--- src/verilog/dct_pkg.sv ---
/*
 * Constants for the dual counter control block: register offsets, field
 * positions, reset values, mode codes and glitch filter lengths.
 * Assumes an 8-bit register port with a 4-bit address.
 */
package dct_pkg;
    localparam int ADDR_W = 4;
    localparam int DATA_W = 8;

    // register offsets
    localparam logic [3:0] ADDR_CTL_A8      = 4'h0;
    localparam logic [3:0] ADDR_CTL_COMMON  = 4'h1;
    localparam logic [3:0] ADDR_CTL_B16     = 4'h2;
    localparam logic [3:0] ADDR_LOAD_A8     = 4'h3;
    localparam logic [3:0] ADDR_LOAD_B16_LO = 4'h4;
    localparam logic [3:0] ADDR_LOAD_B16_HI = 4'h5;
    localparam logic [3:0] ADDR_CAP_B16_LO  = 4'h6;
    localparam logic [3:0] ADDR_CAP_B16_HI  = 4'h7;
    localparam logic [3:0] ADDR_CAP_LOW     = 4'h8;
    localparam logic [3:0] ADDR_CAP_HIGH    = 4'h9;

    // shared bit positions of ctl_a8 and ctl_b16, CLK_LO in ctl_b16 only
    localparam int RUN_BIT     = 7;
    localparam int SINGLE_BIT  = 6;
    localparam int TOUT_BIT    = 5;
    localparam int CLK_LO      = 3;
    localparam int CAP_IE_BIT  = 2;
    localparam int TOUT_IE_BIT = 1;
    localparam int PIN_BIT     = 0;
    // ctl_common bit positions
    localparam int MODE_BIT    = 7;
    localparam int SEL_BIT     = 6;
    localparam int FN_LO       = 4;
    localparam int SUB_LO      = 2;
    localparam int INIT_A_BIT  = 1;
    localparam int INIT_B_BIT  = 0;

    // reset values and writable masks
    localparam logic [7:0] CTL_A8_RST     = 8'h00;
    localparam logic [7:0] CTL_COMMON_RST = 8'h00;
    localparam logic [7:0] CTL_B16_RST    = 8'h00;
    localparam logic [7:0] A8_WMASK       = 8'hc7;
    localparam logic [7:0] B16_WMASK      = 8'hdf;

    // two-bit codes
    localparam logic [1:0] FN_AND    = 2'h0;
    localparam logic [1:0] FN_OR     = 2'h1;
    localparam logic [1:0] FN_NOR    = 2'h2;
    localparam logic [1:0] EDGE_FALL = 2'h0;
    localparam logic [1:0] EDGE_RISE = 2'h1;
    localparam logic [1:0] SUB_PP    = 2'h1;
    localparam logic [1:0] SUB_B0    = 2'h2;
    localparam logic [1:0] SUB_B1    = 2'h3;
    localparam logic [1:0] FILT_4    = 2'h1;
    localparam logic [1:0] FILT_8    = 2'h2;
    localparam logic [1:0] CODE_RSV  = 2'h3;
    localparam logic [1:0] DIV_2     = 2'h1;
    localparam logic [1:0] DIV_4     = 2'h2;

    // glitch filter lengths in clock ticks
    localparam logic [3:0] FILT_4_TICKS = 4'h4;
    localparam logic [3:0] FILT_8_TICKS = 4'h8;
    localparam logic [3:0] FILT_0_TICKS = 4'h1;
endpackage

--- src/verilog/dct_edge.sv ---
/*
 * Glitch filter and edge detector for the demodulation input.
 * Assumes the input is synchronous to clock_i.
 */
`timescale 1ns/1ps
module dct_edge (
    input  wire logic       clock_i,
    input  wire logic       reset_n_i,
    input  wire logic       din_i,
    input  wire logic [1:0] filt_i,
    output logic            rise_o,
    output logic            fall_o
);
    import dct_pkg::*;

    logic       lvl;
    logic [3:0] cnt;
    logic       next_lvl;
    logic [3:0] next_cnt;
    logic       next_rise;
    logic       next_fall;
    logic [3:0] need;

    // a new level must hold for the filter length
    // filter length select
    always_comb begin
        need      = FILT_0_TICKS;
        next_lvl  = lvl;
        next_cnt  = 4'h0;
        next_rise = 1'b0;
        next_fall = 1'b0;
        if (filt_i == FILT_4) begin
            need = FILT_4_TICKS;
        end else if (filt_i == FILT_8) begin
            need = FILT_8_TICKS;
        end
        if (din_i != lvl) begin
            if (cnt + 4'h1 >= need) begin
                next_lvl  = din_i;
                next_rise = din_i;
                next_fall = ~din_i;
            end else begin
                next_cnt = cnt + 4'h1;
            end
        end
    end

    // filtered level, run length and edge pulses
    always_ff @(posedge clock_i or negedge reset_n_i) begin
        if (!reset_n_i) begin
            lvl    <= 1'b0;
            cnt    <= 4'h0;
            rise_o <= 1'b0;
            fall_o <= 1'b0;
        end else begin
            lvl    <= next_lvl;
            cnt    <= next_cnt;
            rise_o <= next_rise;
            fall_o <= next_fall;
        end
    end
endmodule

--- src/verilog/dct_top.sv ---
/*
 * Control logic for an 8-bit and a 16-bit counter/timer sharing a common
 * control register: transmit waveform generation and demodulation capture.
 * Assumes a simple register port (strobes, read data one cycle later) and
 * pin inputs synchronous to clock_i.
 */
// Decided for this implementation: the plain strobed port.
`timescale 1ns/1ps
module dct_top (
    input  wire logic                       clock_i,
    input  wire logic                       reset_n_i,
    input  wire logic [dct_pkg::ADDR_W-1:0] addr_i,
    input  wire logic [dct_pkg::DATA_W-1:0] wdata_i,
    input  wire logic                       wr_i,
    input  wire logic                       rd_i,
    output logic      [dct_pkg::DATA_W-1:0] rdata_o,
    input  wire logic                       in_primary_i,
    input  wire logic                       in_secondary_i,
    input  wire logic                       port_alt_a_i,
    input  wire logic                       port_alt_b_i,
    input  wire logic                       port_combined_i,
    output logic                            pin_alt_a_o,
    output logic                            pin_alt_b_o,
    output logic                            pin_combined_o,
    output logic                            irq_a8_o,
    output logic                            irq_b16_o,
    output logic                            ext_irq_two_o
);
    import dct_pkg::*;

    logic [7:0]  ctl_a8, ctl_common, ctl_b16;
    logic [7:0]  load_a8, load_lo, load_hi;
    logic [7:0]  cap_low, cap_high;
    logic [15:0] cap_b16;
    logic [7:0]  a8_cnt;
    logic [15:0] b16_cnt;
    logic        out_a, out_b, armed;
    logic        flag_rise, flag_fall;
    logic [1:0]  eff_edge, eff_filt;
    logic [2:0]  pre;

    logic [7:0]  next_ctl_a8, next_ctl_common, next_ctl_b16;
    logic [7:0]  next_load_a8, next_load_lo, next_load_hi;
    logic [7:0]  next_cap_low, next_cap_high;
    logic [15:0] next_cap_b16;
    logic [7:0]  next_a8_cnt;
    logic [15:0] next_b16_cnt;
    logic        next_out_a, next_out_b, next_armed;
    logic        next_flag_rise, next_flag_fall;
    logic [1:0]  next_eff_edge, next_eff_filt;
    logic [2:0]  next_pre;

    logic        next_pin_a, next_pin_b, next_pin_c;
    logic        next_irq_a8, next_irq_b16, next_ext_irq;
    logic [7:0]  next_rdata;

    logic        mode, single_b16, single_a8;
    logic        wr_a8, wr_common, wr_b16;
    logic        tick_b16, din, rise, fall, edge_hit;
    logic        a8_tout, b16_tout, b16_cap, a8_cap;
    logic        out_b_eff, combined;
    logic [1:0]  sub, fn;

    assign mode       = ctl_common[MODE_BIT];
    assign sub        = ctl_common[SUB_LO +: 2];
    assign fn         = ctl_common[FN_LO +: 2];
    assign single_b16 = ctl_b16[SINGLE_BIT];
    assign single_a8  = ctl_a8[SINGLE_BIT];
    assign wr_a8      = wr_i && (addr_i == ADDR_CTL_A8);
    assign wr_common  = wr_i && (addr_i == ADDR_CTL_COMMON);
    assign wr_b16     = wr_i && (addr_i == ADDR_CTL_B16);

    assign din = ctl_common[SEL_BIT] ? in_secondary_i : in_primary_i;

    // filtered edges of the selected input
    dct_edge u_edge (
        .clock_i   (clock_i),
        .reset_n_i (reset_n_i),
        .din_i     (din),
        .filt_i    (eff_filt),
        .rise_o    (rise),
        .fall_o    (fall)
    );

    always_comb begin
        if (eff_edge == EDGE_FALL) begin
            edge_hit = mode && fall;
        end else if (eff_edge == EDGE_RISE) begin
            edge_hit = mode && rise;
        end else begin
            edge_hit = mode && (rise || fall);
        end
    end

    always_comb begin
        next_pre = pre + 3'h1;
        case (ctl_b16[CLK_LO +: 2])
            2'h0:    tick_b16 = 1'b1;
            DIV_2:   tick_b16 = pre[0];
            DIV_4:   tick_b16 = &pre[1:0];
            default: tick_b16 = &pre;
        endcase
    end

    // counters, captures and control registers
    always_comb begin
        next_ctl_a8     = ctl_a8;
        next_ctl_common = ctl_common;
        next_ctl_b16    = ctl_b16;
        next_load_a8    = load_a8;
        next_load_lo    = load_lo;
        next_load_hi    = load_hi;
        next_cap_low    = cap_low;
        next_cap_high   = cap_high;
        next_cap_b16    = cap_b16;
        next_a8_cnt     = a8_cnt;
        next_b16_cnt    = b16_cnt;
        next_out_a      = out_a;
        next_out_b      = out_b;
        next_armed      = armed;
        next_eff_edge   = eff_edge;
        next_eff_filt   = eff_filt;
        a8_tout         = 1'b0;
        b16_tout        = 1'b0;
        b16_cap         = 1'b0;
        a8_cap          = 1'b0;

        // timer_a8 counts on every clock
        if (ctl_a8[RUN_BIT]) begin
            if (a8_cnt == 8'h00) begin
                a8_tout = 1'b1;
                if (!mode) begin
                    next_out_a = ~out_a;
                end
                if (single_a8) begin
                    next_ctl_a8[RUN_BIT] = 1'b0;
                end else begin
                    next_a8_cnt = load_a8;
                end
            end else begin
                next_a8_cnt = a8_cnt - 8'h01;
            end
        end

        // timer_b16 counts on the divided tick
        if (ctl_b16[RUN_BIT] && tick_b16) begin
            if (b16_cnt == 16'h0000) begin
                b16_tout = 1'b1;
                if (!mode) begin
                    next_out_b = ~out_b;
                    if (single_b16) begin
                        next_ctl_b16[RUN_BIT] = 1'b0;
                    end else begin
                        next_b16_cnt = {load_hi, load_lo};
                    end
                end else begin
                    next_b16_cnt = 16'hffff;
                end
            end else begin
                next_b16_cnt = b16_cnt - 16'h0001;
            end
        end

        if (!mode && sub == SUB_PP) begin
            if (a8_tout && single_a8) begin
                next_ctl_b16[RUN_BIT] = 1'b1;
                next_b16_cnt          = {load_hi, load_lo};
                next_out_b            = ctl_common[INIT_B_BIT];
            end
            if (b16_tout && single_b16) begin
                next_ctl_a8[RUN_BIT] = 1'b1;
                next_a8_cnt          = load_a8;
                next_out_a           = ctl_common[INIT_A_BIT];
            end
        end

        // timer_a8 captures its count on input edges
        if (mode && rise) begin
            next_cap_high = a8_cnt;
        end
        if (mode && fall) begin
            next_cap_low = a8_cnt;
        end
        a8_cap = edge_hit;

        if (mode) begin
            if (!single_b16) begin
                if (edge_hit) begin
                    next_cap_b16 = b16_cnt;
                    next_b16_cnt = {load_hi, load_lo};
                    b16_cap      = 1'b1;
                end
            end else if (armed && edge_hit) begin
                next_cap_b16 = b16_cnt;
                next_b16_cnt = {load_hi, load_lo};
                next_armed   = 1'b0;
                b16_cap      = 1'b1;
            end else if (a8_tout) begin
                next_cap_b16 = b16_cnt;
                b16_cap      = 1'b1;
            end
        end

        // register writes override the counters
        if (wr_a8) begin
            next_ctl_a8 = (wdata_i & A8_WMASK) |
                          (ctl_a8 & ~A8_WMASK);
            if (wdata_i[RUN_BIT] && !ctl_a8[RUN_BIT]) begin
                next_a8_cnt = load_a8;
                next_out_a  = ctl_common[INIT_A_BIT];
            end
        end
        if (wr_common) begin
            next_ctl_common[7:2] = wdata_i[7:2];
            if (!mode) begin
                next_ctl_common[1:0] = wdata_i[1:0];
            end
            if (wdata_i[FN_LO +: 2] != CODE_RSV) begin
                next_eff_edge = wdata_i[FN_LO +: 2];
            end
            if (wdata_i[SUB_LO +: 2] != CODE_RSV) begin
                next_eff_filt = wdata_i[SUB_LO +: 2];
            end
        end
        if (wr_b16) begin
            next_ctl_b16 = (wdata_i & B16_WMASK) |
                           (ctl_b16 & ~B16_WMASK);
            if (wdata_i[RUN_BIT] && !ctl_b16[RUN_BIT]) begin
                next_b16_cnt = {load_hi, load_lo};
                next_out_b   = ctl_common[INIT_B_BIT];
            end
            if (wdata_i[SINGLE_BIT] && !single_b16) begin
                next_armed = 1'b1;
            end
        end
        if (wr_i && addr_i == ADDR_LOAD_A8) begin
            next_load_a8 = wdata_i;
        end
        if (wr_i && addr_i == ADDR_LOAD_B16_LO) begin
            next_load_lo = wdata_i;
        end
        if (wr_i && addr_i == ADDR_LOAD_B16_HI) begin
            next_load_hi = wdata_i;
        end

        // sticky flags: a set in the clear cycle wins
        // timeout flag, write one clears
        next_ctl_b16[TOUT_BIT] = (ctl_b16[TOUT_BIT] &
            ~(wr_b16 & wdata_i[TOUT_BIT])) | b16_tout;
        next_ctl_a8[TOUT_BIT] = (ctl_a8[TOUT_BIT] &
            ~(wr_a8 & wdata_i[TOUT_BIT])) | a8_tout;
    end

    // edge flags, write one clears in demod
    always_comb begin
        next_flag_rise = (flag_rise & ~(wr_common & mode &
                          wdata_i[INIT_A_BIT])) | (mode & rise);
        next_flag_fall = (flag_fall & ~(wr_common & mode &
                          wdata_i[INIT_B_BIT])) | (mode & fall);
    end

    always_comb begin
        out_b_eff = out_b;
        if (!mode && sub == SUB_B0) begin
            out_b_eff = 1'b0;
        end else if (!mode && sub == SUB_B1) begin
            out_b_eff = 1'b1;
        end
        case (fn)
            FN_AND:  combined = out_a & out_b_eff;
            FN_OR:   combined = out_a | out_b_eff;
            FN_NOR:  combined = ~(out_a | out_b_eff);
            default: combined = ~(out_a & out_b_eff);
        endcase
    end

    // pin routing, interrupts and read data
    always_comb begin
        next_pin_a = ctl_a8[PIN_BIT] ? out_a : port_alt_a_i;
        next_pin_b = ctl_b16[PIN_BIT] ? out_b_eff : port_alt_b_i;
        next_pin_c = (!mode && ctl_common[SEL_BIT]) ? combined
                                                    : port_combined_i;
        next_irq_a8 = (a8_tout & ctl_a8[TOUT_IE_BIT]) |
                      (a8_cap & ctl_a8[CAP_IE_BIT]);
        next_irq_b16 = (b16_tout & ctl_b16[TOUT_IE_BIT]) |
                       (b16_cap & ctl_b16[CAP_IE_BIT]);
        // primary input also feeds external irq
        next_ext_irq = edge_hit & ~ctl_common[SEL_BIT];
        next_rdata = 8'h00;
        if (rd_i) begin
            case (addr_i)
                ADDR_CTL_A8:      next_rdata = ctl_a8;
                ADDR_CTL_COMMON:  next_rdata = mode ?
                    {ctl_common[7:2], flag_rise, flag_fall} : ctl_common;
                ADDR_CTL_B16:     next_rdata = ctl_b16;
                ADDR_LOAD_A8:     next_rdata = load_a8;
                ADDR_LOAD_B16_LO: next_rdata = load_lo;
                ADDR_LOAD_B16_HI: next_rdata = load_hi;
                ADDR_CAP_B16_LO:  next_rdata = cap_b16[7:0];
                ADDR_CAP_B16_HI:  next_rdata = cap_b16[15:8];
                ADDR_CAP_LOW:     next_rdata = cap_low;
                ADDR_CAP_HIGH:    next_rdata = cap_high;
                default:          next_rdata = 8'h00;
            endcase
        end
    end

    // state registers; reset clears every field
    always_ff @(posedge clock_i or negedge reset_n_i) begin
        if (!reset_n_i) begin
            ctl_a8     <= CTL_A8_RST;
            ctl_common <= CTL_COMMON_RST;
            ctl_b16    <= CTL_B16_RST;
            load_a8    <= 8'h00;
            load_lo    <= 8'h00;
            load_hi    <= 8'h00;
            cap_low    <= 8'h00;
            cap_high   <= 8'h00;
            cap_b16    <= 16'h0000;
            a8_cnt     <= 8'h00;
            b16_cnt    <= 16'h0000;
            out_a      <= 1'b0;
            out_b      <= 1'b0;
            armed      <= 1'b0;
            flag_rise  <= 1'b0;
            flag_fall  <= 1'b0;
            eff_edge   <= 2'h0;
            eff_filt   <= 2'h0;
            pre        <= 3'h0;
        end else begin
            ctl_a8     <= next_ctl_a8;
            ctl_common <= next_ctl_common;
            ctl_b16    <= next_ctl_b16;
            load_a8    <= next_load_a8;
            load_lo    <= next_load_lo;
            load_hi    <= next_load_hi;
            cap_low    <= next_cap_low;
            cap_high   <= next_cap_high;
            cap_b16    <= next_cap_b16;
            a8_cnt     <= next_a8_cnt;
            b16_cnt    <= next_b16_cnt;
            out_a      <= next_out_a;
            out_b      <= next_out_b;
            armed      <= next_armed;
            flag_rise  <= next_flag_rise;
            flag_fall  <= next_flag_fall;
            eff_edge   <= next_eff_edge;
            eff_filt   <= next_eff_filt;
            pre        <= next_pre;
        end
    end

    // registered outputs, one cycle behind their cause
    always_ff @(posedge clock_i or negedge reset_n_i) begin
        if (!reset_n_i) begin
            rdata_o        <= 8'h00;
            pin_alt_a_o    <= 1'b0;
            pin_alt_b_o    <= 1'b0;
            pin_combined_o <= 1'b0;
            irq_a8_o       <= 1'b0;
            irq_b16_o      <= 1'b0;
            ext_irq_two_o  <= 1'b0;
        end else begin
            rdata_o        <= next_rdata;
            pin_alt_a_o    <= next_pin_a;
            pin_alt_b_o    <= next_pin_b;
            pin_combined_o <= next_pin_c;
            irq_a8_o       <= next_irq_a8;
            irq_b16_o      <= next_irq_b16;
            ext_irq_two_o  <= next_ext_irq;
        end
    end
endmodule
--- config.mk ---
export PLATFORM = sky130hd
export DESIGN_NAME = dct_top
export DESIGN_NICKNAME = d
export VERILOG_FILES = /design/src/verilog/dct_pkg.sv /design/src/verilog/dct_edge.sv /design/src/verilog/dct_top.sv
export SDC_FILE = /design/constraint.sdc
export NUM_CORES = 1
export LEC_CHECK = 0
export ABC_CLOCK_PERIOD_IN_PS = 6700
export BUFFER_PORTS_ARGS = -buffer_cell sky130_fd_sc_hd__buf_2
export CORE_MARGIN = 2
export CORE_UTILIZATION = 40
export DETAILED_ROUTE_END_ITERATION = 10
export PLACE_DENSITY = 0.56
export SKIP_LAST_GASP = 1
export SLEW_MARGIN = 20
export SYNTH_ARGS = -nofsm -noshare
export SYNTH_HDL_FRONTEND = slang
export SYNTH_SLANG_ARGS = --single-unit
--- constraint.sdc ---
create_clock -name clock_i -period 6.7 [get_ports clock_i]
set_input_delay 0.67 -clock clock_i [delete_from_list [all_inputs] [get_ports clock_i]]
set_output_delay 0.67 -clock clock_i [all_outputs]
set_load 0.005 [all_outputs]
# --- After elaboration in Yosys (flattened, before gate mapping) ---
# Index checks and enable logic that the tools add are counted.
word_totals:
  input_bits: 21
  ff_bits: 137
  output_inout_bits: 14
classes:
  magnitude_cmp: 1
  n_bitwise: 37
  eq_ne: 23
  addsub: 4
  muxes: 85
  n_reduce_logical: 39
ops:
  columns: ["cell", "count"]
  rows:
  - ["$mux W16", 16]
  - ["$mux W8", 11]
  - ["$pmux W8 S10", 1]
  - ["$mux W1", 51]
  - ["$logic_and A1 B1 Y1", 20]
  - ["$and A1 B1 Y1", 17]
  - ["$eq A4 B3 Y1 const B", 4]
  - ["$logic_not A16 Y1", 1]
  - ["$mux W4", 4]
  - ["$or A8 B6 Y8", 2]
  - ["$sub A16 B1 Y16 const B", 1]
  - ["$not A1 Y1", 11]
  - ["$eq A2 B1 Y1 const B", 5]
  - ["$eq A2 B2 Y1 const B", 5]
  - ["$reduce_and A2 Y1", 5]
  - ["$eq A4 B2 Y1 const B", 2]
  - ["$eq A4 B4 Y1 const B", 2]
  - ["$logic_not A8 Y1", 1]
  - ["$sub A8 B1 Y8 const B", 1]
  - ["$or A1 B1 Y1", 7]
  - ["$logic_not A2 Y1", 3]
  - ["$pmux W1 S3", 2]
  - ["$reduce_and A3 Y1", 2]
  - ["$add A4 B1 Y4 const B", 1]
  - ["other kinds (10)", 14]

# --- Logic depth before layout (Yosys ltp) ---
# Gate-level depths: netlist of the first run.
logic_depth:
  word_depth: 11
  mapped_depth: 10

# --- Hierarchy ---
# Synthesis of the first run repeated with hierarchy kept, for this count alone.
unflattened:
  hier_cells: 654
  area_unflattened_um2: 6892.9
by_module_without_submodules:
  columns: ["module", "seq_area_each_um2", "area_per_inst_um2", "instances", "cells_each"]
  rows:
  - ["dct_top", 3203.1, 6498.7, 1, 621]
  - ["dct_edge", 175.2, 394.1, 1, 33]

# --- Worst setup path before layout of the first run ---
# No wires, ideal clock.
synth_path:
  path_kind: "reg-to-reg"
  from: "reg a8_cnt[0]"
  to: "reg b16_cnt[1]"
  stages_incl_launch_ff: 10
  t_arrival_ns: 2.164
  setup_slack_ns: 4.415
  path_buffers: 2
  setup_time_ns: 0.121
  cell_sequence: "dfrtp_1 > inv_1 > ha_1 > nor3b_1 > nand4_1 > o21a_1 > clkbuf_1 > and2_1 > clkbuf_1 > a22o_1"
synth_via:
  elab_chain_len: 11
  elab_cells_between_ends: 12
  classes_between: "mux: 10; reduce/logical: 2"
synth_rtl:
  columns: ["element", "line_no", "source"]
  rows:
  - ["start: declaration", "dct_top.sv:35", "logic [7:0] a8_cnt;"]
  - ["start signal: assignment", "dct_top.sv:340", "a8_cnt <= next_a8_cnt;"]
  - ["$logic_not A8 Y1 (*)", "dct_top.sv:130", "if (a8_cnt == 8'h00) begin"]
  - ["$mux W1 (*)", "dct_top.sv:130", null]
  - ["$mux W1 (*)", "dct_top.sv:129", "if (ctl_a8[RUN_BIT]) begin"]
  - ["$logic_and A1 B1 Y1 (*)", "dct_top.sv:165", "if (a8_tout && single_a8) begin"]
  - ["$mux W16 (*)", "dct_top.sv:165", null]
  - ["$mux W16 (*)", "dct_top.sv:164", "if (!mode && sub == SUB_PP) begin"]
  - ["$mux W16, on equally long branches", "dct_top.sv:188, dct_top.sv:193", null]
  - ["$mux W16", "dct_top.sv:187", "if (!single_b16) begin"]
  - ["$mux W16 (*)", "dct_top.sv:186", "if (mode) begin"]
  - ["$mux W16", "dct_top.sv:228", "if (wdata_i[RUN_BIT] && !ctl_b16[RUN_BIT]) begin"]
  - ["$mux W16 (*)", "dct_top.sv:225", "if (wr_b16) begin"]
  - ["net next_b16_cnt[1]", "dct_top.sv:47", "logic [15:0] next_b16_cnt;"]
  - ["end signal: assignment", "dct_top.sv:341", "b16_cnt <= next_b16_cnt;"]
  - ["end: declaration", "dct_top.sv:36", "logic [15:0] b16_cnt;"]
# Mark *: on every way through the listed nets, which the timed path passes. The rest lies on a longest branch.
# A chain may end at the register's enable or synchronous reset.

# --- Worst setup path in the final report of the first run ---
layout_path:
  from: "reg pre[0]"
  to: "reg b16_cnt[1]"
layout_via:
  elab_chain_len: 11
  elab_cells_between_ends: 13
  classes_between: "mux: 10; reduce/logical: 3"
layout_rtl:
  columns: ["element", "line_no", "source"]
  rows:
  - ["start: declaration", "dct_top.sv:40", "logic [2:0] pre;"]
  - ["start signal: assignment", "dct_top.sv:349", "pre <= next_pre;"]
  - ["$reduce_and A3 Y1 / $reduce_and A2 Y1 (equally long branches)", "dct_top.sv:101, dct_top.sv:100", null]
  - ["$pmux W1 S3 (*)", "dct_top.sv:97", "case (ctl_b16[CLK_LO +: 2])"]
  - ["$logic_and A1 B1 Y1 (*)", "dct_top.sv:146", "if (ctl_b16[RUN_BIT] && tick_b16) begin"]
  - ["$mux W16 (*)", "dct_top.sv:146", null]
  - ["$mux W16", "dct_top.sv:165", null]
  - ["$mux W16 (*)", "dct_top.sv:164", null]
  - ["$mux W16, on equally long branches", "dct_top.sv:188, dct_top.sv:193", null]
  - ["$mux W16", "dct_top.sv:187", null]
  - ["$mux W16 (*)", "dct_top.sv:186", null]
  - ["$mux W16", "dct_top.sv:228", null]
  - ["$mux W16 (*)", "dct_top.sv:225", null]
  - ["net next_b16_cnt[1]", "dct_top.sv:47", null]
# Marks and branches as above.

==> metrics.csv, run 1 <==
stage,metric,value,unit
setup_path,timing.rr.start,pre[0],
routing,dr.first_iter.drc_count,506,
routing,drt_wl_total,20900,um
floorplan,die_area,18700,um^2
setup_path,regToRegSetupSlack,3.67,ns
setup_path,worst_r2r_endpoint,b16_cnt[1],
floorplan,die_w,137,um
pwr,irDropWorstVdd,220,uV
pwr,power.density_cell_area,371,nW/um^2
logic_synthesis,synth.net_count,742,
global_route,grt_use_total,0.234,
cts,clk_path_buf_depth,2,
logic_synthesis,largest_cells_by_area_after_synthesis,"sky130_fd_sc_hd__dfrtp_1 48%, sky130_fd_sc_hd__mux2_2 9.9%, sky130_fd_sc_hd__nand2_1 4.1%, sky130_fd_sc_hd__a21oi_1 3.4%, sky130_fd_sc_hd__nor2_1 3.3%",
floorplan,cell_rows,48,
timing,final-setup-viol-count,0,
cts,tritoncts_clock_tree,done,
global_route,grt_start_max_net_pins,74,
logic_synthesis,yosys_top_cell_area_share,0.480,
place,place.gp.congestion,0.896,
logic_synthesis,synth_area,7030,um^2
logic_synthesis,postSynth.asyncResetShare,1.00,
logic_synthesis,ys.warnings.count,0,
logic_synthesis,netlist.top_cell.by_area,sky130_fd_sc_hd__dfrtp_1,
cts,holdBufCountCts,0,
global_route,number_of_antenna_violations_at_the_first_check_in_global_routing,1,
setup_path,worstPathMaxFanout,13,
logic_synthesis,yosys.cell_types.count,64,
global_route,grt_pass1_vias,5345,
timing,rsz0062_at_grt,false,
logic_synthesis,synthMostInstantiatedCell,sky130_fd_sc_hd__dfrtp_1,
timing,fmax,0.330,GHz
cells_and_area,synthToLayoutAreaGrowth,12.7,%
timing,finalCriticalPeriod,3.03,ns
cts,cts.clk_slew.worst_paths,0.06,ns
floorplan,fp.coreArea,17200,um^2
setup_path,required,7.00,ns
place,port_buffers,34,
setup_path,cp-start-kind,register,
setup_path,reg2regPathDepth,8,
cts,clk_latency,0.42,ns
logic_synthesis,synth_edf_count,0,
setup_path,critPathArrivalTime,3.33,ns
cts,cts_buffers,17,
run_status,result_of_the_run,completed,
run,maxCapViolations,0,
logic_synthesis,postSynth.topFlopCell,sky130_fd_sc_hd__dfrtp_1,
global_route,global_route_wire_length_before_repair,32100,um
logic_synthesis,synth-seq-area-share,0.480,
timing,tightestPinTransition,1.11,ns
cts,clk_root_buffer_cell,sky130_fd_sc_hd__clkbuf_16,
cts,cts_setup_buffers,0,
routing,detailedRoute.firstPassIterationCount,5,
floorplan,fp.dieH,137,um
routing,wl_per_cell,21.5,um
logic_synthesis,postSynthRegisterBits,135,
setup_path,worstSetupPathType,register to register,
logic_synthesis,syn_inst,709,
timing,period_share,0.453,
place,post_dp_cell_area,7380,um^2
timing,timing.slew.headroom,0.259,
cells_and_area,final_design_area_no_fill,7930,um^2
timing,finalHoldViolCount,0,
setup_path,crit_path_end_kind,register,
timing,fin_setup_tns,0,ns
routing,route.detailed.vias_per_inst,5.91,
min_path,hp-class,primary input to async pin,
cells_and_area,nNetsFinal,765,
routing,final_antenna_net_count,0,
floorplan,initial_utilization,0.408,
cells_and_area,fillers,1628,
routing,detail_route.drc_violations,0,
global_route,grt_remaining_overflow,0,
cells_and_area,final_layout_size_suffix_gt1_frac,0.185,
place,hpwlAfterDp,15100,um
pwr,p_leak,3.63,nW
timing,final-max-slew-violation-count,0,
timing,timing.hold.ws,0.261,ns
floorplan,io_pins,35,
cts,cts_repair_resize_count,0,
cts,cts_num_sinks,135,
pwr,pnr_total_power,2.94,mW
logic_synthesis,synth_common_cells,"135 x sky130_fd_sc_hd__dfrtp_1, 76 x sky130_fd_sc_hd__nand2_1, 62 x sky130_fd_sc_hd__mux2_2, 62 x sky130_fd_sc_hd__nor2_1, 48 x sky130_fd_sc_hd__a21oi_1",
cells_and_area,antenna-diode-count,0,
timing,clock-skew-final,0.00743,ns
logic_synthesis,postSynthAreaPerCell,9.92,um^2
routing,via_count_of_the_routed_design,5734,
cts,htree_levels,4,
worst max-delay path by stage:
stage | slack (ns) | start | end
2_1_floorplan | 4.41 | a8_cnt[0] | b16_cnt[1]
4_1_cts | 3.73 | pre[0] | b16_cnt[1]
5_1_grt | 3.54 | pre[0] | b16_cnt[1]
3_5_place_dp | 3.74 | pre[0] | b16_cnt[1]
6_report | 3.67 | pre[0] | b16_cnt[1]
3_3_place_gp | 3.88 | pre[0] | b16_cnt[1]
metal layers:
metal	share of wire	track usage	wire length [um]
met5	0.00062	0	13
met4	0.031	0.0938	649
met3	0.059	0.0485	1230
met2	0.45	0.342	9320
met1	0.46	0.337	9690
worst max-delay path, stage by stage (launching register included):
cell                        delay (ns)
sky130_fd_sc_hd__dfrtp_1          0.39
sky130_fd_sc_hd__ha_1             0.22
sky130_fd_sc_hd__ha_1             0.18
sky130_fd_sc_hd__mux2_2           0.29
sky130_fd_sc_hd__o211ai_1         0.76
sky130_fd_sc_hd__a21oi_1          0.46
sky130_fd_sc_hd__a2bb2oi_1        0.26
sky130_fd_sc_hd__a21o_1           0.18
sky130_fd_sc_hd__a22o_1           0.18
where the power goes:
part / total (mW) / internal [mW] / switching, mW
combinational: 0.740 / 0.339 / 0.401
sequential: 1.33 / 1.03 / 0.301
clock: 0.868 / 0.527 / 0.341
state kept, by name, indices dropped and copies added (netlist names), 2 cells and up:
register / count
load_lo: 8
load_a8: 8
ctl_b16: 8
cap_b16: 16
u_edge.cnt: 4
a8_cnt: 8
cap_low: 8
eff_filt: 2
b16_cnt: 16
rdata_o: 8
ctl_common: 8
pre: 3
load_hi: 8
cap_high: 8
eff_edge: 2
ctl_a8: 6
area by class of cell:
cell class | instances | area (um^2) | share of cell area
Multi-Input combinational cell | 519 | 3440 | 0.434
Sequential cell | 135 | 3380 | 0.426
Clock buffer | 24 | 472 | 0.0595
Tap cell | 225 | 282 | 0.0355
Timing Repair Buffer | 37 | 199 | 0.0251
Inverter | 22 | 82.6 | 0.0104
Clock inverter | 8 | 73.8 | 0.00931
cells by family (layout without fill, tap and decap cells):
| kind of cell | Yosys count | count (layout) | share of synthesized area |
|---|---|---|---|
| multiplexers | 72 | 72 | 0.117 |
| AND/OR/NAND/NOR | 255 | 255 | 0.183 |
| adder cells (fa/ha/maj) | 14 | 14 | 0.0242 |
| flip-flops | 135 | 135 | 0.480 |
| XOR/XNOR | 5 | 5 | 0.00623 |
| AO/OA/AOI/OAI | 173 | 173 | 0.159 |
| buffers and inverters | 55 | 91 | 0.0302 |
placed cells by master, fill, tap and decap left out, types with 6 or more instances in the layout:
master | synthesis | layout
sky130_fd_sc_hd__nand2_1 | 76 | 76
sky130_fd_sc_hd__a21o_1 | 6 | 6
sky130_fd_sc_hd__nor3_1 | 14 | 14
sky130_fd_sc_hd__nand2b_1 | 9 | 9
sky130_fd_sc_hd__a31oi_1 | 6 | 6
sky130_fd_sc_hd__mux2i_1 | 8 | 8
sky130_fd_sc_hd__o21ai_0 | 39 | 39
sky130_fd_sc_hd__o22ai_1 | 7 | 7
sky130_fd_sc_hd__clkbuf_16 | 0 | 17
sky130_fd_sc_hd__nand4_1 | 7 | 7
sky130_fd_sc_hd__buf_2 | 5 | 33
sky130_fd_sc_hd__nor2_1 | 62 | 62
sky130_fd_sc_hd__dfrtp_1 | 135 | 135
sky130_fd_sc_hd__o22a_1 | 6 | 6
sky130_fd_sc_hd__mux2_2 | 62 | 62
sky130_fd_sc_hd__nor2b_1 | 17 | 17
sky130_fd_sc_hd__nor4_1 | 7 | 7
sky130_fd_sc_hd__a22oi_1 | 15 | 15
sky130_fd_sc_hd__ha_1 | 12 | 12
sky130_fd_sc_hd__nand3_1 | 15 | 15
sky130_fd_sc_hd__a21oi_1 | 48 | 48
sky130_fd_sc_hd__inv_1 | 21 | 21
sky130_fd_sc_hd__and3_1 | 11 | 11
sky130_fd_sc_hd__and2_1 | 11 | 11
stage by stage:
step	worst slack, ns	utilization	cells
floorplan	4.41	-	709
global placement	3.88	0.428	938
detailed placement	3.74	0.428	938
CTS	3.73	0.460	970
global route	3.54	0.460	970
finish	3.67	0.460	970
Power figures use the tool's default switching activity.
==> run 2: changes to the inputs <==
--- a/config.mk
+++ b/config.mk
@@ -5,12 +5,12 @@
 export SDC_FILE = /design/constraint.sdc
 export NUM_CORES = 1
 export LEC_CHECK = 0
-export ABC_CLOCK_PERIOD_IN_PS = 6700
+export ABC_CLOCK_PERIOD_IN_PS = 2500
 export BUFFER_PORTS_ARGS = -buffer_cell sky130_fd_sc_hd__buf_2
 export CORE_MARGIN = 2
 export CORE_UTILIZATION = 40
 export DETAILED_ROUTE_END_ITERATION = 10
-export PLACE_DENSITY = 0.56
+export PLACE_DENSITY = 0.58
 export SKIP_LAST_GASP = 1
 export SLEW_MARGIN = 20
 export SYNTH_ARGS = -nofsm -noshare
==> constraint.sdc (replaced) <==
create_clock -name clock_i -period 2.5 [get_ports clock_i]
set_input_delay 0.25 -clock clock_i [delete_from_list [all_inputs] [get_ports clock_i]]
set_output_delay 0.25 -clock clock_i [all_outputs]
set_load 0.005 [all_outputs]
==> run 2 against run 1 <==
Via count grew 4.8%. Global-route usage grew 1.9 points. Sequential share of layout area shrank 2.3 points. Fmax grew 29%. Sequential power grew to 2.6 times the previous value. Core utilization grew 2.6 points. Non-clock buffer count grew 42.
==> metrics.csv, run 2 (synthesis results as in run 1) <==
stage,metric,value,unit,change
run_status,result_of_the_run,completed,,
setup_path,worstPathMaxFanout,7,,-6
timing,final-setup-viol-count,0,,unchanged
routing,wl_per_cell,21.9,um,+1.8%
global_route,grt_pass1_vias,5871,,+9.8%
cts,clk_path_buf_depth,2,,unchanged
pwr,power.switching,2.96,mW,+180%
timing,period_share,0.941,,+0.488
pwr,power_frac_seq,0.396,,-0.057
global_route,number_of_antenna_violations_at_the_first_check_in_global_routing,0,,-1
cells_and_area,final_layout_size_suffix_gt1_frac,0.236,,+0.0511
routing,via_count_of_the_routed_design,6009,,+4.8%
pwr,pnr_total_power,8.63,mW,+190%
floorplan,cell_rows,48,,unchanged
cells_and_area,final_cell_mix,"135 x sky130_fd_sc_hd__dfrtp_1, 76 x sky130_fd_sc_hd__nand2_1, 62 x sky130_fd_sc_hd__nor2_1, 62 x sky130_fd_sc_hd__mux2_2, 47 x sky130_fd_sc_hd__a21oi_1",,
global_route,grt_use_total,0.253,,+0.0192
place,port_buffers,34,,unchanged
pwr,clock_power_share,0.327,,+0.032
routing,detailedRoute.firstPassIterationCount,5,,unchanged
timing,fin_setup_tns,0,ns,unchanged
global_route,global_route_wire_length_before_repair,34500,um,+7.2%
floorplan,initial_utilization,0.408,,unchanged
timing,clock-skew-final,0.00694,ns,-0.000495 ns
routing,final_antenna_net_count,0,,unchanged
cells_and_area,fillers,1612,,-0.98%
cells_and_area,reg.largest.list,"b16_cnt (16), cap_b16 (16)",,
floorplan,die_area,18700,um^2,unchanged
cells_and_area,layout_commonest_cell,sky130_fd_sc_hd__dfrtp_1,,
pwr,netSwitchingFraction,0.343,,-0.0113
pwr,internal-power,5.67,mW,+200%
place,hpwlAfterDp,16600,um,+10%
global_route,grt_start_max_net_pins,62,,-16%
pwr,p_leak,3.89,nW,+7.3%
pwr,combinational_power_share,0.277,,+0.025
place,place.gp.congestion,0.912,,+1.7%
cts,htree_levels,4,,unchanged
setup_path,worstSetupPathType,register to register,,
cts,cts_buffers,17,,unchanged
cts,cts.clk_slew.worst_paths,0.06,ns,about the same
routing,route.detailed.vias_per_inst,5.94,,+0.45%
floorplan,fp.dieH,137,um,unchanged
min_path,hp-class,primary input to register,,
timing,timing.slew.headroom,0.428,,+0.170
setup_path,cp-start-kind,register,,
cts,cts_setup_buffers,0,,unchanged
timing,rsz0062_at_grt,true,,
cells_and_area,synthToLayoutAreaGrowth,19.2,%,
cts,tritoncts_clock_tree,done,,
timing,finalHoldViolCount,0,,unchanged
pwr,power.density_cell_area,1030,nW/um^2,+180%
run,maxCapViolations,0,,unchanged
timing,finalCriticalPeriod,2.35,ns,-0.681 ns
routing,detail_route.drc_violations,0,,unchanged
cts,clk_latency,0.42,ns,about the same
setup_path,crit_path_end_kind,register,,
setup_path,critPathArrivalTime,2.69,ns,-0.64 ns
floorplan,die_w,137,um,unchanged
setup_path,required,2.84,ns,-4.16 ns
floorplan,fp.coreArea,17200,um^2,unchanged
floorplan,io_pins,35,,unchanged
cells_and_area,antenna-diode-count,0,,unchanged
cts,clk_root_buffer_cell,sky130_fd_sc_hd__clkbuf_16,,
pwr,irDropWorstVdd,606,uV,+180%
routing,dr.first_iter.drc_count,625,,+24%
timing,timing.hold.ws,0.0399,ns,-0.221 ns
timing,fmax,0.425,GHz,+29%
global_route,grt_remaining_overflow,0,,unchanged
timing,final-max-slew-violation-count,0,,unchanged
cts,cts_num_sinks,135,,unchanged
routing,drt_wl_total,22200,um,+6.2%
timing,tightestPinTransition,0.836,ns,-0.276 ns
cells_and_area,nNetsFinal,807,,+5.5%
## run 2: cell types whose count changed in the layout (fill, tap and decap cells not counted), moves of 2 or more
cell | before | now
sky130_fd_sc_hd__buf_4 | 3 | 43
sky130_fd_sc_hd__bufinv_16 | 1 | 5
sky130_fd_sc_hd__clkbuf_1 | 5 | 0
sky130_fd_sc_hd__clkinv_2 | 4 | 1
sky130_fd_sc_hd__clkinv_4 | 1 | 4
sky130_fd_sc_hd__inv_6 | 0 | 2
## run 2: path summary, 6_finish.rpt
path	cells past startpoint	from	slack, ns	endpoint
worst max-delay path	7	b16_cnt[8]	0.15	b16_cnt[4]
worst min-delay path	2	port_combined_i	0.04	pin_combined_o
worst max register to register	7	b16_cnt[8]	0.15	b16_cnt[4]
worst min register to register	1	pre[1]	0.47	pre[1]
max in group asynchronous	3	reset_n_i	1.40	cap_high[2]
min in group asynchronous	2	reset_n_i	0.38	u_edge.cnt[0]
## run 2: metal layers
metal | routed length, um | GRT usage
met5 | 0 | 0
met3 | 1590 | 0.0544
met2 | 10200 | 0.389
met1 | 9960 | 0.355
met4 | 411 | 0.0833
## run 2: metrics by stage
| step | cells | worst slack (ns) | util | instance area, um^2 |
|---|---|---|---|---|
| detailed placement | 979 | 0.0596 | 0.447 | 7700 |
| finish | 1012 | 0.149 | 0.486 | 8380 |
| global placement | 979 | 0.120 | 0.447 | 7700 |
| global route | 1012 | -0.0188 | 0.486 | 8380 |
| floorplan | 709 | 0.215 | - | 7030 |
| CTS | 1012 | 0.0219 | 0.486 | 8370 |
## run 2: power groups by stage
stage	registers, mW	logic (mW)	clock network (mW)
detailed placement	3.44	2.35	0
floorplan	3.16	1.59	0
global route	3.48	2.65	2.96
CTS	3.40	2.36	2.86
finish	3.42	2.40	2.82
global placement	3.42	2.30	0
## run 2: repair_timing
item / CTS / global route
hold buffers: 1 / 0
endpoints found under the hold margin: 58 / 0
gates resized for setup: 0 / 4
endpoints found under the setup margin: 0 / 13
## run 2: cell type report
cell class / count / area (um^2) / area share
tap: 225 / 282 / 0.0336
sequential: 135 / 3380 / 0.403
inverter: 22 / 82.6 / 0.00986
multi-input combinational: 519 / 3450 / 0.411
clock inverter: 14 / 223 / 0.0266
clock buffer: 18 / 439 / 0.0524
timing repair buffer: 79 / 529 / 0.0632
## run 2: critical path, cell delays in order (launching register included)
cell	delay, ns
sky130_fd_sc_hd__dfrtp_1	0.52
sky130_fd_sc_hd__nor4_4	0.30
sky130_fd_sc_hd__buf_4	0.19
sky130_fd_sc_hd__and4_1	0.35
sky130_fd_sc_hd__nor2_1	0.08
sky130_fd_sc_hd__o31ai_1	0.50
sky130_fd_sc_hd__a31oi_1	0.15
sky130_fd_sc_hd__nor2_1	0.17
